<file path="src/logic/pbr_pkg.sv">
// Constants, field layout and carrier types of the PHY self-test, LED and misc register group
//
// Overview of operation
// - Status bit 11 shows 1 while the PRBS checker is locked.
// - Status bit 10 latches high on PRBS sync loss.
// - Status bit 9 shows 1 while the packet generator is busy.
// - Status bit 8 shows 1 in normal power, 0 when down or asleep.
// - Sixteen-bit count of bytes taken in by the PRBS checker.
// - Visible byte count freezes on an error count write with bit 0 or 1.
// - Single count mode stops the byte counter at all ones.
// - Eight-bit error byte count in low bits, upper byte reads zero.
// - Single count mode halts the error counter at its maximum.
// - Bit 0 write latches both counters; bit 1 latches then clears them.
// - Packet length register, read/write, resets to 1500 bytes.
// - Inter-packet gap register, read/write, resets to 125 bytes.
// - LED bit 15 enables the LED outputs, reset value one.
// - Two-bit pulse stretch: 50, 100, 200 or 500 ms, reset 200 ms.
// - LED bit 12 forces the interrupt output; zero keeps normal signalling.
// - Two-bit blink rate: 20, 10, 5 or 2 Hz, reset 5 Hz.
// - Two-bit LED mode: 01 first, 00 second, 10 third, strap loaded.
// - Per-LED polarity bits, strap loaded; 0 active low, 1 active high.
// - Writing bit 15 of soft reset register resets all but the read data path and strap inputs, then self clears.
// - Count nibble times of error symbols between idles in an 8-bit field.
// - Reading the false carrier counter register clears it.
// - Single mode stops both counters at a maximum; continuous pulses and wraps.
// - Generator runs only while its enable bit is one.
package pbr_pkg;

  // ==========================================================
  // Register access and offsets
  localparam int ADDR_W = 8;
  localparam int DATA_W = 16;
  localparam logic [7:0] ADDR_SELFTEST_STATUS = 8'h17;
  localparam logic [7:0] ADDR_LED_DIRECT_CONTROL = 8'h18;
  localparam logic [7:0] ADDR_SOFT_RESET_CONTROL = 8'h1F;
  localparam logic [7:0] ADDR_FALSE_CARRIER_COUNTER = 8'h42;
  localparam logic [7:0] ADDR_SELFTEST_BYTE_COUNT = 8'h71;
  localparam logic [7:0] ADDR_SELFTEST_ERROR_COUNT = 8'h72;
  localparam logic [7:0] ADDR_SELFTEST_PACKET_LENGTH = 8'h7B;
  localparam logic [7:0] ADDR_SELFTEST_PACKET_GAP = 8'h7C;

  // ==========================================================
  // Field positions and reset values
  localparam int STAT_LOCKED_BIT = 11;
  localparam int STAT_SYNC_LOSS_BIT = 10;
  localparam int STAT_GEN_BUSY_BIT = 9;
  localparam int STAT_POWER_BIT = 8;
  localparam int LED_EN_BIT = 15;
  localparam int LED_PW_LSB = 13;
  localparam int LED_FORCE_INT_BIT = 12;
  localparam int LED_BLINK_LSB = 8;
  localparam int LED_MODE_LSB = 5;
  localparam int LED_POL_LSB = 0;
  localparam int SOFT_RESET_BIT = 15;
  localparam int LOCK_BIT = 0;
  localparam int LOCK_CLR_BIT = 1;
  localparam logic LED_EN_RST = 1'b1;
  localparam logic [1:0] LED_PW_RST = 2'h2;
  localparam logic LED_FORCE_RST = 1'b0;
  localparam logic [1:0] LED_BLINK_RST = 2'h2;
  localparam logic [15:0] PKT_LEN_RST = 16'h05DC;
  localparam logic [15:0] PKT_GAP_RST = 16'h007D;
  localparam int BYTE_CNT_W = 16;
  localparam int ERR_CNT_W = 8;
  localparam int FC_CNT_W = 8;
  localparam logic [1:0] LED_MODE1 = 2'h1;
  localparam logic [1:0] LED_MODE2 = 2'h0;
  localparam logic [1:0] LED_MODE3 = 2'h2;

  // ==========================================================
  // Timing
  localparam int CLK_PERIOD_NS = 40;
  localparam int TICK_NS = 1000000;
  localparam int TICK_CYCLES_DEF = TICK_NS / CLK_PERIOD_NS;
  localparam int MS_W = 10;
  localparam logic [9:0] PERIOD_50_MS = 10'h032;
  localparam logic [9:0] PERIOD_100_MS = 10'h064;
  localparam logic [9:0] PERIOD_200_MS = 10'h0C8;
  localparam logic [9:0] PERIOD_500_MS = 10'h1F4;

  // ==========================================================
  // Carrier types
  typedef struct packed {
    logic locked;
    logic sync_loss;
    logic byte_valid;
    logic byte_err;
  } pbr_chk_t;

  typedef struct packed {
    logic act;
    logic speed;
    logic link;
  } pbr_led_in_t;

  typedef struct packed {
    logic en;
    logic [1:0] pulse_width;
    logic [1:0] blink_rate;
    logic [1:0] mode;
    logic [2:0] pol;
  } pbr_led_cfg_t;

  // Two-bit time code to milliseconds, shared by pulse width and blink rate
  function automatic logic [9:0] pbr_code_ms(input logic [1:0] code);
    case (code)
      2'h0: pbr_code_ms = PERIOD_50_MS;
      2'h1: pbr_code_ms = PERIOD_100_MS;
      2'h2: pbr_code_ms = PERIOD_200_MS;
      default: pbr_code_ms = PERIOD_500_MS;
    endcase
  endfunction : pbr_code_ms

endpackage : pbr_pkg

</file>
<file path="src/logic/pbr_sat_counter.sv">
// Event counter that either stops at all ones or wraps with a pulse
module pbr_sat_counter
  import pbr_pkg::*;
#(
  parameter int W = 16
) (
  // Clock and reset
  input wire logic clock,
  input wire logic rst_n,
  // Control
  input wire logic clear,
  input wire logic inc,
  input wire logic hold,
  // Count
  output logic [W-1:0] count,
  output logic at_max,
  output logic wrap_pulse
);

  logic [W-1:0] count_reg;
  logic wrap_reg;
  wire logic step = inc && !hold;

  assign count = count_reg;
  assign at_max = &count_reg;
  assign wrap_pulse = wrap_reg;

  // Clear keeps an event that lands in the same cycle
  always_ff @(posedge clock) begin
    if (!rst_n) begin
      count_reg <= '0;
      wrap_reg <= 1'b0;
    end else begin
      if (clear) begin
        count_reg <= step ? W'(1) : '0;
      end else if (step) begin
        count_reg <= count_reg + W'(1);
      end
      wrap_reg <= step && at_max && !clear;
    end
  end

endmodule : pbr_sat_counter

</file>
<file path="src/logic/pbr_led_ctrl.sv">
// LED pulse stretching, blinking, mode selection and polarity
module pbr_led_ctrl
  import pbr_pkg::*;
(
  // Clock and reset
  input wire logic clock,
  input wire logic rst_n,
  input wire logic tick_ms,
  // Configuration and raw indications
  input wire pbr_led_cfg_t cfg,
  input wire pbr_led_in_t led_in,
  // Pin levels
  output pbr_led_in_t led_out
);

  logic [9:0] stretch_reg;
  logic [9:0] blink_cnt_reg;
  logic blink_phase_reg;
  pbr_led_in_t led_out_reg;
  wire logic act_on = stretch_reg != '0;
  wire logic blink_wrap = blink_cnt_reg >= pbr_code_ms(cfg.blink_rate) - 10'h001;
  wire logic act_blink = act_on && blink_phase_reg;
  wire logic link_on = (cfg.mode == LED_MODE2) ? (cfg.en && led_in.link && !act_blink)
                                               : led_in.link;
  wire logic act_shown = (cfg.mode == LED_MODE3) ? act_on : act_blink;
  // enable gates every LED to its idle level
  wire logic [2:0] on_vec = cfg.en ? {act_shown, led_in.speed, link_on} : 3'h0;
  wire logic [2:0] lvl_vec = ~(on_vec ^ cfg.pol);

  assign led_out = led_out_reg;

  always_ff @(posedge clock) begin
    if (!rst_n) begin
      stretch_reg <= '0;
      blink_cnt_reg <= '0;
      blink_phase_reg <= 1'b0;
      led_out_reg <= '0;
    end else begin
      // stretch activity to the programmed width
      if (led_in.act) begin
        stretch_reg <= pbr_code_ms(cfg.pulse_width);
      end else if (tick_ms && act_on) begin
        stretch_reg <= stretch_reg - 10'h001;
      end
      if (tick_ms) begin
        blink_cnt_reg <= blink_wrap ? '0 : blink_cnt_reg + 10'h001;
        blink_phase_reg <= blink_wrap ? !blink_phase_reg : blink_phase_reg;
      end
      led_out_reg <= lvl_vec;
    end
  end

endmodule : pbr_led_ctrl

</file>
<file path="src/logic/pbr_regs.sv">
// Self-test status and counters, LED control, soft reset and false carrier registers
module pbr_regs
  import pbr_pkg::*;
#(
  parameter int TICK_CYCLES = TICK_CYCLES_DEF
) (
  // Clock and reset
  input wire logic clock,
  input wire logic rst_n,
  // Management register access
  input wire logic [ADDR_W-1:0] reg_addr,
  input wire logic reg_wr,
  input wire logic reg_rd,
  input wire logic [DATA_W-1:0] reg_wdata,
  output logic [DATA_W-1:0] reg_rdata,
  output logic reg_rvalid,
  // PRBS checker and generator
  input wire pbr_chk_t chk,
  input wire logic gen_busy,
  input wire logic gen_enable,
  input wire logic prbs_count_mode,
  output logic gen_run,
  output logic prbs_count_wrap,
  output logic [DATA_W-1:0] pkt_len,
  output logic [DATA_W-1:0] pkt_gap,
  // Power and receive indications
  input wire logic core_normal_power,
  input wire logic bad_start_delimiter,
  // LED and interrupt
  input wire pbr_led_in_t led_in,
  input wire logic int_normal,
  input wire logic [1:0] led_mode_strap,
  input wire logic [2:0] led_pol_strap,
  output pbr_led_in_t led_out,
  output logic int_out,
  // Reset of the rest of the PHY
  output logic phy_soft_reset
);

  // ==========================================================
  // Soft reset
  logic soft_rst_reg;
  wire logic rst_all_n = rst_n && !soft_rst_reg;

  // ==========================================================
  // Access decode
  wire logic hit_status = reg_addr == ADDR_SELFTEST_STATUS;
  wire logic hit_led = reg_addr == ADDR_LED_DIRECT_CONTROL;
  wire logic hit_soft = reg_addr == ADDR_SOFT_RESET_CONTROL;
  wire logic hit_fc = reg_addr == ADDR_FALSE_CARRIER_COUNTER;
  wire logic hit_bytes = reg_addr == ADDR_SELFTEST_BYTE_COUNT;
  wire logic hit_errs = reg_addr == ADDR_SELFTEST_ERROR_COUNT;
  wire logic hit_len = reg_addr == ADDR_SELFTEST_PACKET_LENGTH;
  wire logic hit_gap = reg_addr == ADDR_SELFTEST_PACKET_GAP;
  wire logic wr_led = reg_wr && hit_led;
  wire logic wr_soft = reg_wr && hit_soft;
  wire logic wr_errs = reg_wr && hit_errs;
  wire logic wr_len = reg_wr && hit_len;
  wire logic wr_gap = reg_wr && hit_gap;
  wire logic rd_status = reg_rd && hit_status;
  wire logic rd_fc = reg_rd && hit_fc;

  wire logic lock_req = wr_errs && (reg_wdata[LOCK_BIT] || reg_wdata[LOCK_CLR_BIT]);
  wire logic clear_req = wr_errs && reg_wdata[LOCK_CLR_BIT];

  // bit 15 write starts a whole-PHY reset pulse
  always_ff @(posedge clock) begin
    if (!rst_n) begin
      soft_rst_reg <= 1'b0;
    end else begin
      soft_rst_reg <= wr_soft && reg_wdata[SOFT_RESET_BIT];
    end
  end

  // ==========================================================
  // Strap inputs
  logic [4:0] strap_s1;
  logic [4:0] strap_s2;
  logic [4:0] strap_s3;
  logic [4:0] strap_held_reg;

  always_ff @(posedge clock) begin
    strap_s1 <= {led_mode_strap, led_pol_strap};
    strap_s2 <= strap_s1;
    strap_s3 <= strap_s2;
  end

  // Strap value counts once two stages agree
  always_ff @(posedge clock) begin
    if (strap_s2 == strap_s3) begin
      strap_held_reg <= strap_s3;
    end
  end

  // ==========================================================
  // Millisecond tick for the LED timers
  localparam int TICK_W = $clog2(TICK_CYCLES + 1);
  localparam logic [TICK_W-1:0] TICK_LAST = TICK_W'(TICK_CYCLES - 1);
  logic [TICK_W-1:0] tick_cnt_reg;
  logic tick_reg;
  wire logic tick_wrap = tick_cnt_reg == TICK_LAST;

  always_ff @(posedge clock) begin
    if (!rst_all_n) begin
      tick_cnt_reg <= '0;
      tick_reg <= 1'b0;
    end else begin
      tick_cnt_reg <= tick_wrap ? '0 : tick_cnt_reg + TICK_W'(1);
      tick_reg <= tick_wrap;
    end
  end

  // ==========================================================
  // PRBS counters
  logic [BYTE_CNT_W-1:0] byte_live;
  logic [ERR_CNT_W-1:0] err_live;
  logic byte_max;
  logic err_max;
  logic byte_wrap;
  logic err_wrap;
  logic [BYTE_CNT_W-1:0] byte_vis_reg;
  logic [ERR_CNT_W-1:0] err_vis_reg;
  logic wrap_out_reg;

  // single mode halts both counters at either maximum
  wire logic count_hold = !prbs_count_mode && (byte_max || err_max);

  // bytes taken in by the checker
  pbr_sat_counter #(
    .W(BYTE_CNT_W)
  ) u_byte_cnt (
    .clock(clock),
    .rst_n(rst_all_n),
    .clear(clear_req),
    .inc(chk.byte_valid),
    .hold(count_hold),
    .count(byte_live),
    .at_max(byte_max),
    .wrap_pulse(byte_wrap)
  );

  pbr_sat_counter #(
    .W(ERR_CNT_W)
  ) u_err_cnt (
    .clock(clock),
    .rst_n(rst_all_n),
    .clear(clear_req),
    .inc(chk.byte_valid && chk.byte_err),
    .hold(count_hold),
    .count(err_live),
    .at_max(err_max),
    .wrap_pulse(err_wrap)
  );

  // visible values change only on a lock write
  always_ff @(posedge clock) begin
    if (!rst_all_n) begin
      byte_vis_reg <= '0;
      err_vis_reg <= '0;
      wrap_out_reg <= 1'b0;
    end else begin
      if (lock_req) begin
        byte_vis_reg <= byte_live;
        err_vis_reg <= err_live;
      end
      wrap_out_reg <= byte_wrap || err_wrap;
    end
  end

  // ==========================================================
  // Status register
  logic sync_loss_reg;

  // latched high, read clears unless loss persists
  always_ff @(posedge clock) begin
    if (!rst_all_n) begin
      sync_loss_reg <= 1'b0;
    end else if (chk.sync_loss) begin
      sync_loss_reg <= 1'b1;
    end else if (rd_status) begin
      sync_loss_reg <= 1'b0;
    end
  end

  wire logic [DATA_W-1:0] status_word = (DATA_W'(chk.locked) << STAT_LOCKED_BIT)
                                      | (DATA_W'(sync_loss_reg) << STAT_SYNC_LOSS_BIT)
                                      | (DATA_W'(gen_busy) << STAT_GEN_BUSY_BIT)
                                      | (DATA_W'(core_normal_power) << STAT_POWER_BIT);

  // ==========================================================
  // False carrier counter
  logic [FC_CNT_W-1:0] fc_cnt_reg;
  wire logic fc_full = &fc_cnt_reg;

  // count error nibbles, read clears, event beats clear
  always_ff @(posedge clock) begin
    if (!rst_all_n) begin
      fc_cnt_reg <= '0;
    end else if (rd_fc) begin
      fc_cnt_reg <= bad_start_delimiter ? FC_CNT_W'(1) : '0;
    end else if (bad_start_delimiter && !fc_full) begin
      fc_cnt_reg <= fc_cnt_reg + FC_CNT_W'(1);
    end
  end

  // ==========================================================
  // Packet length and gap
  logic [DATA_W-1:0] pkt_len_reg;
  logic [DATA_W-1:0] pkt_gap_reg;

  always_ff @(posedge clock) begin
    if (!rst_all_n) begin
      pkt_len_reg <= PKT_LEN_RST;
      pkt_gap_reg <= PKT_GAP_RST;
    end else begin
      if (wr_len) begin
        pkt_len_reg <= reg_wdata;
      end
      if (wr_gap) begin
        pkt_gap_reg <= reg_wdata;
      end
    end
  end

  // ==========================================================
  // LED direct control
  pbr_led_cfg_t led_cfg_reg;
  logic force_int_reg;

  always_ff @(posedge clock) begin
    if (!rst_all_n) begin
      led_cfg_reg.en <= LED_EN_RST;
      led_cfg_reg.pulse_width <= LED_PW_RST;
      led_cfg_reg.blink_rate <= LED_BLINK_RST;
      led_cfg_reg.mode <= strap_held_reg[4:3];
      led_cfg_reg.pol <= strap_held_reg[2:0];
      force_int_reg <= LED_FORCE_RST;
    end else if (wr_led) begin
      led_cfg_reg.en <= reg_wdata[LED_EN_BIT];
      led_cfg_reg.pulse_width <= reg_wdata[LED_PW_LSB +: 2];
      led_cfg_reg.blink_rate <= reg_wdata[LED_BLINK_LSB +: 2];
      led_cfg_reg.mode <= reg_wdata[LED_MODE_LSB +: 2];
      led_cfg_reg.pol <= reg_wdata[LED_POL_LSB +: 3];
      force_int_reg <= reg_wdata[LED_FORCE_INT_BIT];
    end
  end

  wire logic [DATA_W-1:0] led_word = (DATA_W'(led_cfg_reg.en) << LED_EN_BIT)
                                   | (DATA_W'(led_cfg_reg.pulse_width) << LED_PW_LSB)
                                   | (DATA_W'(force_int_reg) << LED_FORCE_INT_BIT)
                                   | (DATA_W'(led_cfg_reg.blink_rate) << LED_BLINK_LSB)
                                   | (DATA_W'(led_cfg_reg.mode) << LED_MODE_LSB)
                                   | (DATA_W'(led_cfg_reg.pol) << LED_POL_LSB);

  pbr_led_ctrl u_led (
    .clock(clock),
    .rst_n(rst_all_n),
    .tick_ms(tick_reg),
    .cfg(led_cfg_reg),
    .led_in(led_in),
    .led_out(led_out)
  );

  // ==========================================================
  // Read path
  // reserved bits and unmapped offsets read zero
  wire logic [DATA_W-1:0] rd_mux =
      hit_status ? status_word :
      hit_led ? led_word :
      hit_soft ? (DATA_W'(soft_rst_reg) << SOFT_RESET_BIT) :
      hit_fc ? DATA_W'(fc_cnt_reg) :
      hit_bytes ? byte_vis_reg :
      hit_errs ? DATA_W'(err_vis_reg) :
      hit_len ? pkt_len_reg :
      hit_gap ? pkt_gap_reg : '0;

  logic [DATA_W-1:0] rdata_reg;
  logic rvalid_reg;

  always_ff @(posedge clock) begin
    if (!rst_n) begin
      rdata_reg <= '0;
      rvalid_reg <= 1'b0;
    end else begin
      rvalid_reg <= reg_rd;
      if (reg_rd) begin
        rdata_reg <= rd_mux;
      end
    end
  end

  assign reg_rdata = rdata_reg;
  assign reg_rvalid = rvalid_reg;

  // ==========================================================
  // Side outputs
  logic gen_run_reg;
  logic int_reg;

  always_ff @(posedge clock) begin
    if (!rst_all_n) begin
      gen_run_reg <= 1'b0;
      int_reg <= 1'b0;
    end else begin
      gen_run_reg <= gen_enable;
      int_reg <= force_int_reg || int_normal;
    end
  end

  assign gen_run = gen_run_reg;
  assign int_out = int_reg;
  assign prbs_count_wrap = wrap_out_reg;
  assign pkt_len = pkt_len_reg;
  assign pkt_gap = pkt_gap_reg;
  assign phy_soft_reset = soft_rst_reg;

endmodule : pbr_regs

</file>
<file path="config.mk">
export PLATFORM = sky130hd
export DESIGN_NAME = pbr_regs
export DESIGN_NICKNAME = d
export VERILOG_FILES = /design/src/logic/pbr_pkg.sv /design/src/logic/pbr_sat_counter.sv /design/src/logic/pbr_led_ctrl.sv /design/src/logic/pbr_regs.sv
export SDC_FILE = /design/constraint.sdc
export NUM_CORES = 1
export LEC_CHECK = 0
export ABC_AREA = 1
export BUFFER_PORTS_ARGS = -buffer_cell sky130_fd_sc_hd__buf_2
export CORE_ASPECT_RATIO = 0.5
export CORE_MARGIN = 2
export CORE_UTILIZATION = 55
export CTS_CLUSTER_SIZE = 8
export DETAILED_ROUTE_END_ITERATION = 16
export PLACE_DENSITY = 0.79
export REMOVE_ABC_BUFFERS = 1
export SYNTH_ARGS = -nofsm -noshare
export SYNTH_HDL_FRONTEND = slang
export SYNTH_SLANG_ARGS = --single-unit
</file>
<file path="constraint.sdc">
create_clock -name clock -period 4.1 [get_ports clock]
set_clock_uncertainty 0.05 [all_clocks]
set_input_delay 0.615 -clock clock [delete_from_list [all_inputs] [get_ports clock]]
set_output_delay 0.615 -clock clock [all_outputs]
set_load 0.02 [all_outputs]
</file>
# Yosys cells after proc, flatten, opt, wreduce, memory -nomap -nowiden
# Cells that the tools add are included.
[word_totals]
input_bits = 46
ff_bits = 183
elab_cells = 147
[classes]
n_reduce_logical = 49
bitwise = 11
muxes = 29
n_lt_le_gt_ge = 1
add_sub_neg = 7
n_eq_ne = 16
[ops]
columns = ["operator", "count"]
rows = [
  ["16-bit two-way mux", 10],
  ["9-bit case mux with 3 select lines", 2],
  ["8-bit by 7-bit == test with 1-bit output, second input constant", 5],
  ["8-bit two-way mux", 4],
  ["10-bit two-way mux", 3],
  ["8-bit by 5-bit == test with 1-bit output, second input constant", 3],
  ["1-bit logical AND", 24],
  ["16-bit by 1-bit adder with 16-bit output, second input constant", 1],
  ["8-bit by 1-bit adder with 8-bit output, second input constant", 2],
  ["16-bit by 10-bit OR with 16-bit output", 1],
  ["16-bit by 13-bit OR with 16-bit output", 1],
  ["16-bit by 15-bit OR with 16-bit output", 1],
  ["16-bit by 3-bit OR with 16-bit output", 1],
  ["16-bit by 7-bit OR with 16-bit output", 1],
  ["16-bit AND reduction", 1],
  ["8-bit AND reduction", 2],
  ["15-bit by 1-bit adder with 15-bit output, second input constant", 1],
  ["15-bit == test, second input constant", 1],
  ["12-bit by 10-bit OR with 12-bit output", 1],
  ["12-bit by 11-bit OR with 12-bit output", 1],
  ["12-bit by 9-bit OR with 12-bit output", 1],
  ["10-bit by 1-bit adder with 10-bit output, second input constant", 1],
  ["10-bit >= comparator", 1],
  ["5-bit two-way mux", 2],
  ["18 further kinds", 42],
]

# Logic depth before layout (Yosys ltp)
[depth]
ltp_word = 9
depth_mapped = 13
depth_no_buf = 13

# Cells and area by module
# A second synthesis with hierarchy kept.
[unflattened]
hier_cells = 1168
hier_area_um2 = 8620.8
[modules_own_cells]
columns = ["mod", "instances", "cells_per_inst", "seq_area_each_um2", "area_per_inst_um2"]
rows = [
  ["pbr_regs", 1, 719, 2762.6, 5571.6],
  ["pbr_led_ctrl", 1, 237, 480.5, 1691.6],
  ["pbr_sat_counter (u_byte_cnt)", 1, 142, 340.3, 902.1],
  ["pbr_sat_counter (u_err_cnt)", 1, 70, 180.2, 455.4],
]

# Worst setup path before layout
# No wires, ideal clock.
[synth_path]
path_kind = "reg2reg"
start = "reg led_cfg_reg[5] (netlist name)"
end = "reg u_led.blink_cnt_reg[5]"
t_required_ns = 3.925
period_less_slack_ns = 2.077
setup_slack_ns = 2.023
arrival_time_ns = 1.903
path_stages_with_launch = 14
cell_sequence = "dfxtp_1 inv_1 ha_1 inv_1 a21oi_1 xor2_1 ha_1 nand2_1 nor2_1 nand3b_1 o2111ai_1 nand2_1 nand2_1 nor3b_1"
[synth_between]
elab_chain_cells = 5
word_cells_on_any_way = 7
classes_between = "1 x add/sub; 1 x order compare; 2 x eq/ne; 2 x mux; 1 x reduce/logical"
[synth_lines]
columns = ["element", "line", "rtl"]
rows = [
  ["from (decl)", "pbr_regs.sv:227", "pbr_led_cfg_t led_cfg_reg;"],
  ["2-bit == test, or another cell as far along", "pbr_pkg.sv:106", "case (code)"],
  ["9-bit case mux with 3 select lines *", "pbr_pkg.sv:106", ""],
  ["9-bit by 1-bit subtractor with 10-bit output *", "pbr_led_ctrl.sv:21", "wire logic blink_wrap = blink_cnt_reg >= pbr_code_ms(cfg.blink_rate) - 10'h001;"],
  ["10-bit >= comparator *", "pbr_led_ctrl.sv:21", ""],
  ["10-bit two-way mux *", "pbr_led_ctrl.sv:46", "blink_cnt_reg <= blink_wrap ? '0 : blink_cnt_reg + 10'h001;"],
  ["to (signal assigned)", "pbr_led_ctrl.sv:46", ""],
  ["to (decl)", "pbr_led_ctrl.sv:17", "logic [9:0] blink_cnt_reg;"],
]
# Mark *: on every way between the ends. The rest lies on a longest branch, timed or not.
# A chain may end at the register's enable or synchronous reset.

# Worst setup path in the final report
[layout_path]
start = "in reg_addr[7]"
end = "reg u_byte_cnt.count_reg[7] (netlist: u_byte_cnt.count[7])"
[layout_between]
elab_chain_cells = 4
word_cells_on_any_way = 5
classes_between = "1 x eq/ne; 1 x mux; 3 x reduce/logical"
[layout_lines]
columns = ["element", "line", "rtl"]
rows = [
  ["from (decl)", "pbr_regs.sv:11", "input wire logic [ADDR_W-1:0] reg_addr,"],
  ["8-bit by 7-bit == test with 1-bit output *", "pbr_regs.sv:52", "wire logic hit_errs = reg_addr == ADDR_SELFTEST_ERROR_COUNT;"],
  ["1-bit logical AND *", "pbr_regs.sv:57", "wire logic wr_errs = reg_wr && hit_errs;"],
  ["1-bit logical AND *", "pbr_regs.sv:64", "wire logic clear_req = wr_errs && reg_wdata[LOCK_CLR_BIT];"],
  ["16-bit two-way mux or 2-bit nonzero test (tied branches)", "n/a", ""],
  ["to (signal assigned)", "pbr_sat_counter.sv:35", "count_reg <= step ? W'(1) : '0;"],
  ["to (signal assigned)", "pbr_sat_counter.sv:37", "count_reg <= count_reg + W'(1);"],
  ["to (decl)", "pbr_sat_counter.sv:20", "logic [W-1:0] count_reg;"],
]
# Marks and branches as above.

==> out/results.txt <==
Inserted Clock Buffers -> 17
Worst Setup Path Type -> in2reg
average size of a mapped cell -> 7.51 um^2
top cells by count, synth -> nand2_1, dfxtp_1, inv_1
worst-path cell with the longest stage delay -> nor2_2
leading cell types by total area after synthesis -> dfxtp_1, nand2_1, a21oi_1
Bufs on Longest Clock Path -> 2
worst max-slew margin expressed relative to the limit -> 32.0%
DIE AREA -> 16400 um^2
Final Max Tran Viols -> 0
Required @ worst endpoint -> 4370 ps
total length of routed wires -> 21800 um
Main synth FF type -> dfxtp_1
Critical Path Source Type -> input port
Internal Dissipation -> 2.69 mW
post-CTS sizing -> 0
average wire per cell in the routed design -> 15.3 um
Die X -> 179 um
half-perimeter wire length after placement -> 15700 um
Iter 0 DRT Violations -> 716
hold violation count in the final report -> 0
Tot GR Track Use -> 27.1%
leakage component of the power -> 4.15 nW
post-CTS repair timing setup buffer count -> 0
measured slew at the worst slew-check pin -> 1010 ps
count of fill cells added during filler insertion -> 1253
switching power total -> 944 uW
post-synth top area share -> 41.0%
DRC violation count after routing -> 0
total power consumption of the routed design -> 3.64 mW
number of global-route vias before repair -> 7204
power density normalized to cell area -> 378 nW/um^2
TritonCTS clock tree -> yes
number of nets in the final layout -> 1285
number of nets with antenna violations after detailed routing -> 0
combinational cell fraction of total power -> 5.5%
chain of cells forming the critical path -> buf_2 -> inv_1 -> nand2_1 -> nor2_2 -> nand2_1 -> nor2_1 -> nand2_1 -> inv_2 -> nor2_4 -> inv_2 -> a21oi_1
worst endpoint data arrival time -> 2770 ps
# Max-Cap Violations -> 0
largest vdd supply drop -> 0.330 mV
number of I/O pins -> 102
number of synthesis warnings -> 0
Core Area -> 14700 um^2
CP endpoint kind -> flop
Area growth, synth to finish -> 13.8%
number of clock sinks -> 183
part of the power in the clock network -> 43.8%
Setup TNS -> 0 ps
total of flip-flops plus latches after synthesis -> 183
total of buffers placed on input and output ports -> 101
number of antenna violations at the first check in global routing -> 2
H-tree depth -> 4
Peak Freq -> 0.400 GHz
gate count after technology mapping -> 1124
Hold Buf Count CTS -> 0
cell at the root of the clock tree -> clkbuf_16
final global-route overflow total -> 0
count of unique library cells instantiated by Yosys -> 46
worst-skew pair later-pin latency -> 440 ps
async set or reset register ratio after synthesis -> 0%
final count of negative-setup-slack endpoints -> 0
vias per cell -> 5.54
run status -> finished, final reports clean
largest incremental delay on the critical path -> 520 ps
clock transition time at the flip-flop clock pins of the worst setup and hold paths -> 70 ps
DR pass1 iterations -> 5
wire length of the first global-routing pass -> 35200 um
routability congestion estimate from global placement -> 0.922
cell type with the largest total area after synthesis -> dfxtp_1
overall die height -> 91.6 um
Via Count -> 7906
post-layout minimum cycle time -> 2500 ps
highest net fanout along the worst path -> 24
crit share post-route -> 60.9%
setup repair after global routing missed its margin -> false
Final Util -> 65.2%
num rows -> 31
cell seen most often among critical-path stages -> nand2_1
sequential area share after synthesis -> 44.6%
portion of total power attributed to sequential cells -> 50.7%
fraction of final layout cells sized beyond drive strength 1 -> 13.9%
switch share -> 26.0%
min-delay worst type -> in2reg
count of flip-flops with a built-in enable after synthesis -> 10
cell with the most instances after synthesis -> nand2_1
starting density of the core -> 57.3%
Hold Slack -> 225 ps
largest net degree at the start of global routing -> 52
summed instance area of the synthesized netlist -> 8450 um^2
worst max-delay path, delay by kind of cell:
kind                   cells  cell delay (ps)
AND/OR/NAND/NOR            6             1520
AO/OA/AOI/OAI              1               60
buffers and inverters      4              550
power by group through the flow:
stage,sequential [mW],combinational (mW),clock (mW)
3_5_place_dp,1.89,0.196,0
4_1_cts,1.84,0.198,1.60
5_1_grt,1.85,0.224,1.67
6_report,1.85,0.201,1.59
2_1_floorplan,1.89,0.112,0
3_3_place_gp,1.88,0.190,0
routing by layer:
layer  track usage, %  vias to the layer above  wire length (um)
li1                 -                     3898                 -
met1             35.9                     3671              9640
met2             43.2                      295             10000
met3             6.01                       42              1720
met4             10.6                        0               465
met5                0                        -                 0
path summary, 6_finish.rpt:
| check | from | slack (ps) | endpoint | cells past startpoint |
|---|---|---|---|---|
| worst max-delay path | reg_addr[7] | 1600 | u_byte_cnt.count[7] | 11 |
| worst max register to register | led_cfg_reg[5] | 1680 | u_led.blink_cnt_reg[4] | 13 |
| worst min register to register | strap_s1[0] | 280 | strap_s2[0] | 0 |
| worst min-delay path | led_pol_strap[2] | 220 | strap_s1[2] | 1 |
logic make-up (layout without fill, tap and decap cells):
kind of cell             Yosys count  count (layout)  synth area share (%)
adder cells (fa/ha/maj)           26              26                  3.85
buffers and inverters            176             278                  8.52
AO/OA/AOI/OAI                    240             240                  15.2
XOR/XNOR                          27              27                  2.80
AND/OR/NAND/NOR                  471             471                  25.0
flip-flops                       183             183                  44.6
other                              1               3                0.0444
final cells by class:
type	count	area [um^2]	area share (%)
Multi-Input combinational cell	765	3960	41.2
Clock buffer	18	429	4.46
Timing Repair Buffer	106	543	5.65
Inverter	140	526	5.47
Tap cell	198	248	2.58
Clock inverter	14	135	1.41
Antenna cell	2	5.00	0.0521
Sequential cell	183	3760	39.2
cell usage in the layout, fill, tap and decap left out, types with 5 or more instances in the layout:
cell type / n
a211oi_1: 6
inv_2: 8
xor2_1: 18
nand3_1: 86
buf_4: 5
ha_1: 26
edfxtp_1: 10
o22ai_1: 6
o211ai_1: 6
o21ai_0: 99
clkbuf_16: 17
inv_8: 5
nor2_1: 102
xnor2_1: 9
a21oi_1: 109
dfxtp_1: 173
nor3_1: 29
inv_1: 132
nand2_1: 201
buf_2: 101
nand4_1: 19
per-stage QoR:
step	setup WS (ps)	instance area, um^2	instances
final	1600	9610	1426
after global placement	1340	9040	1392
after floorplan	1580	8250	1088
after global routing	1350	9610	1426
after detailed placement	1220	9040	1392
after CTS	1670	9610	1424
Power figures use the tool's default switching activity.
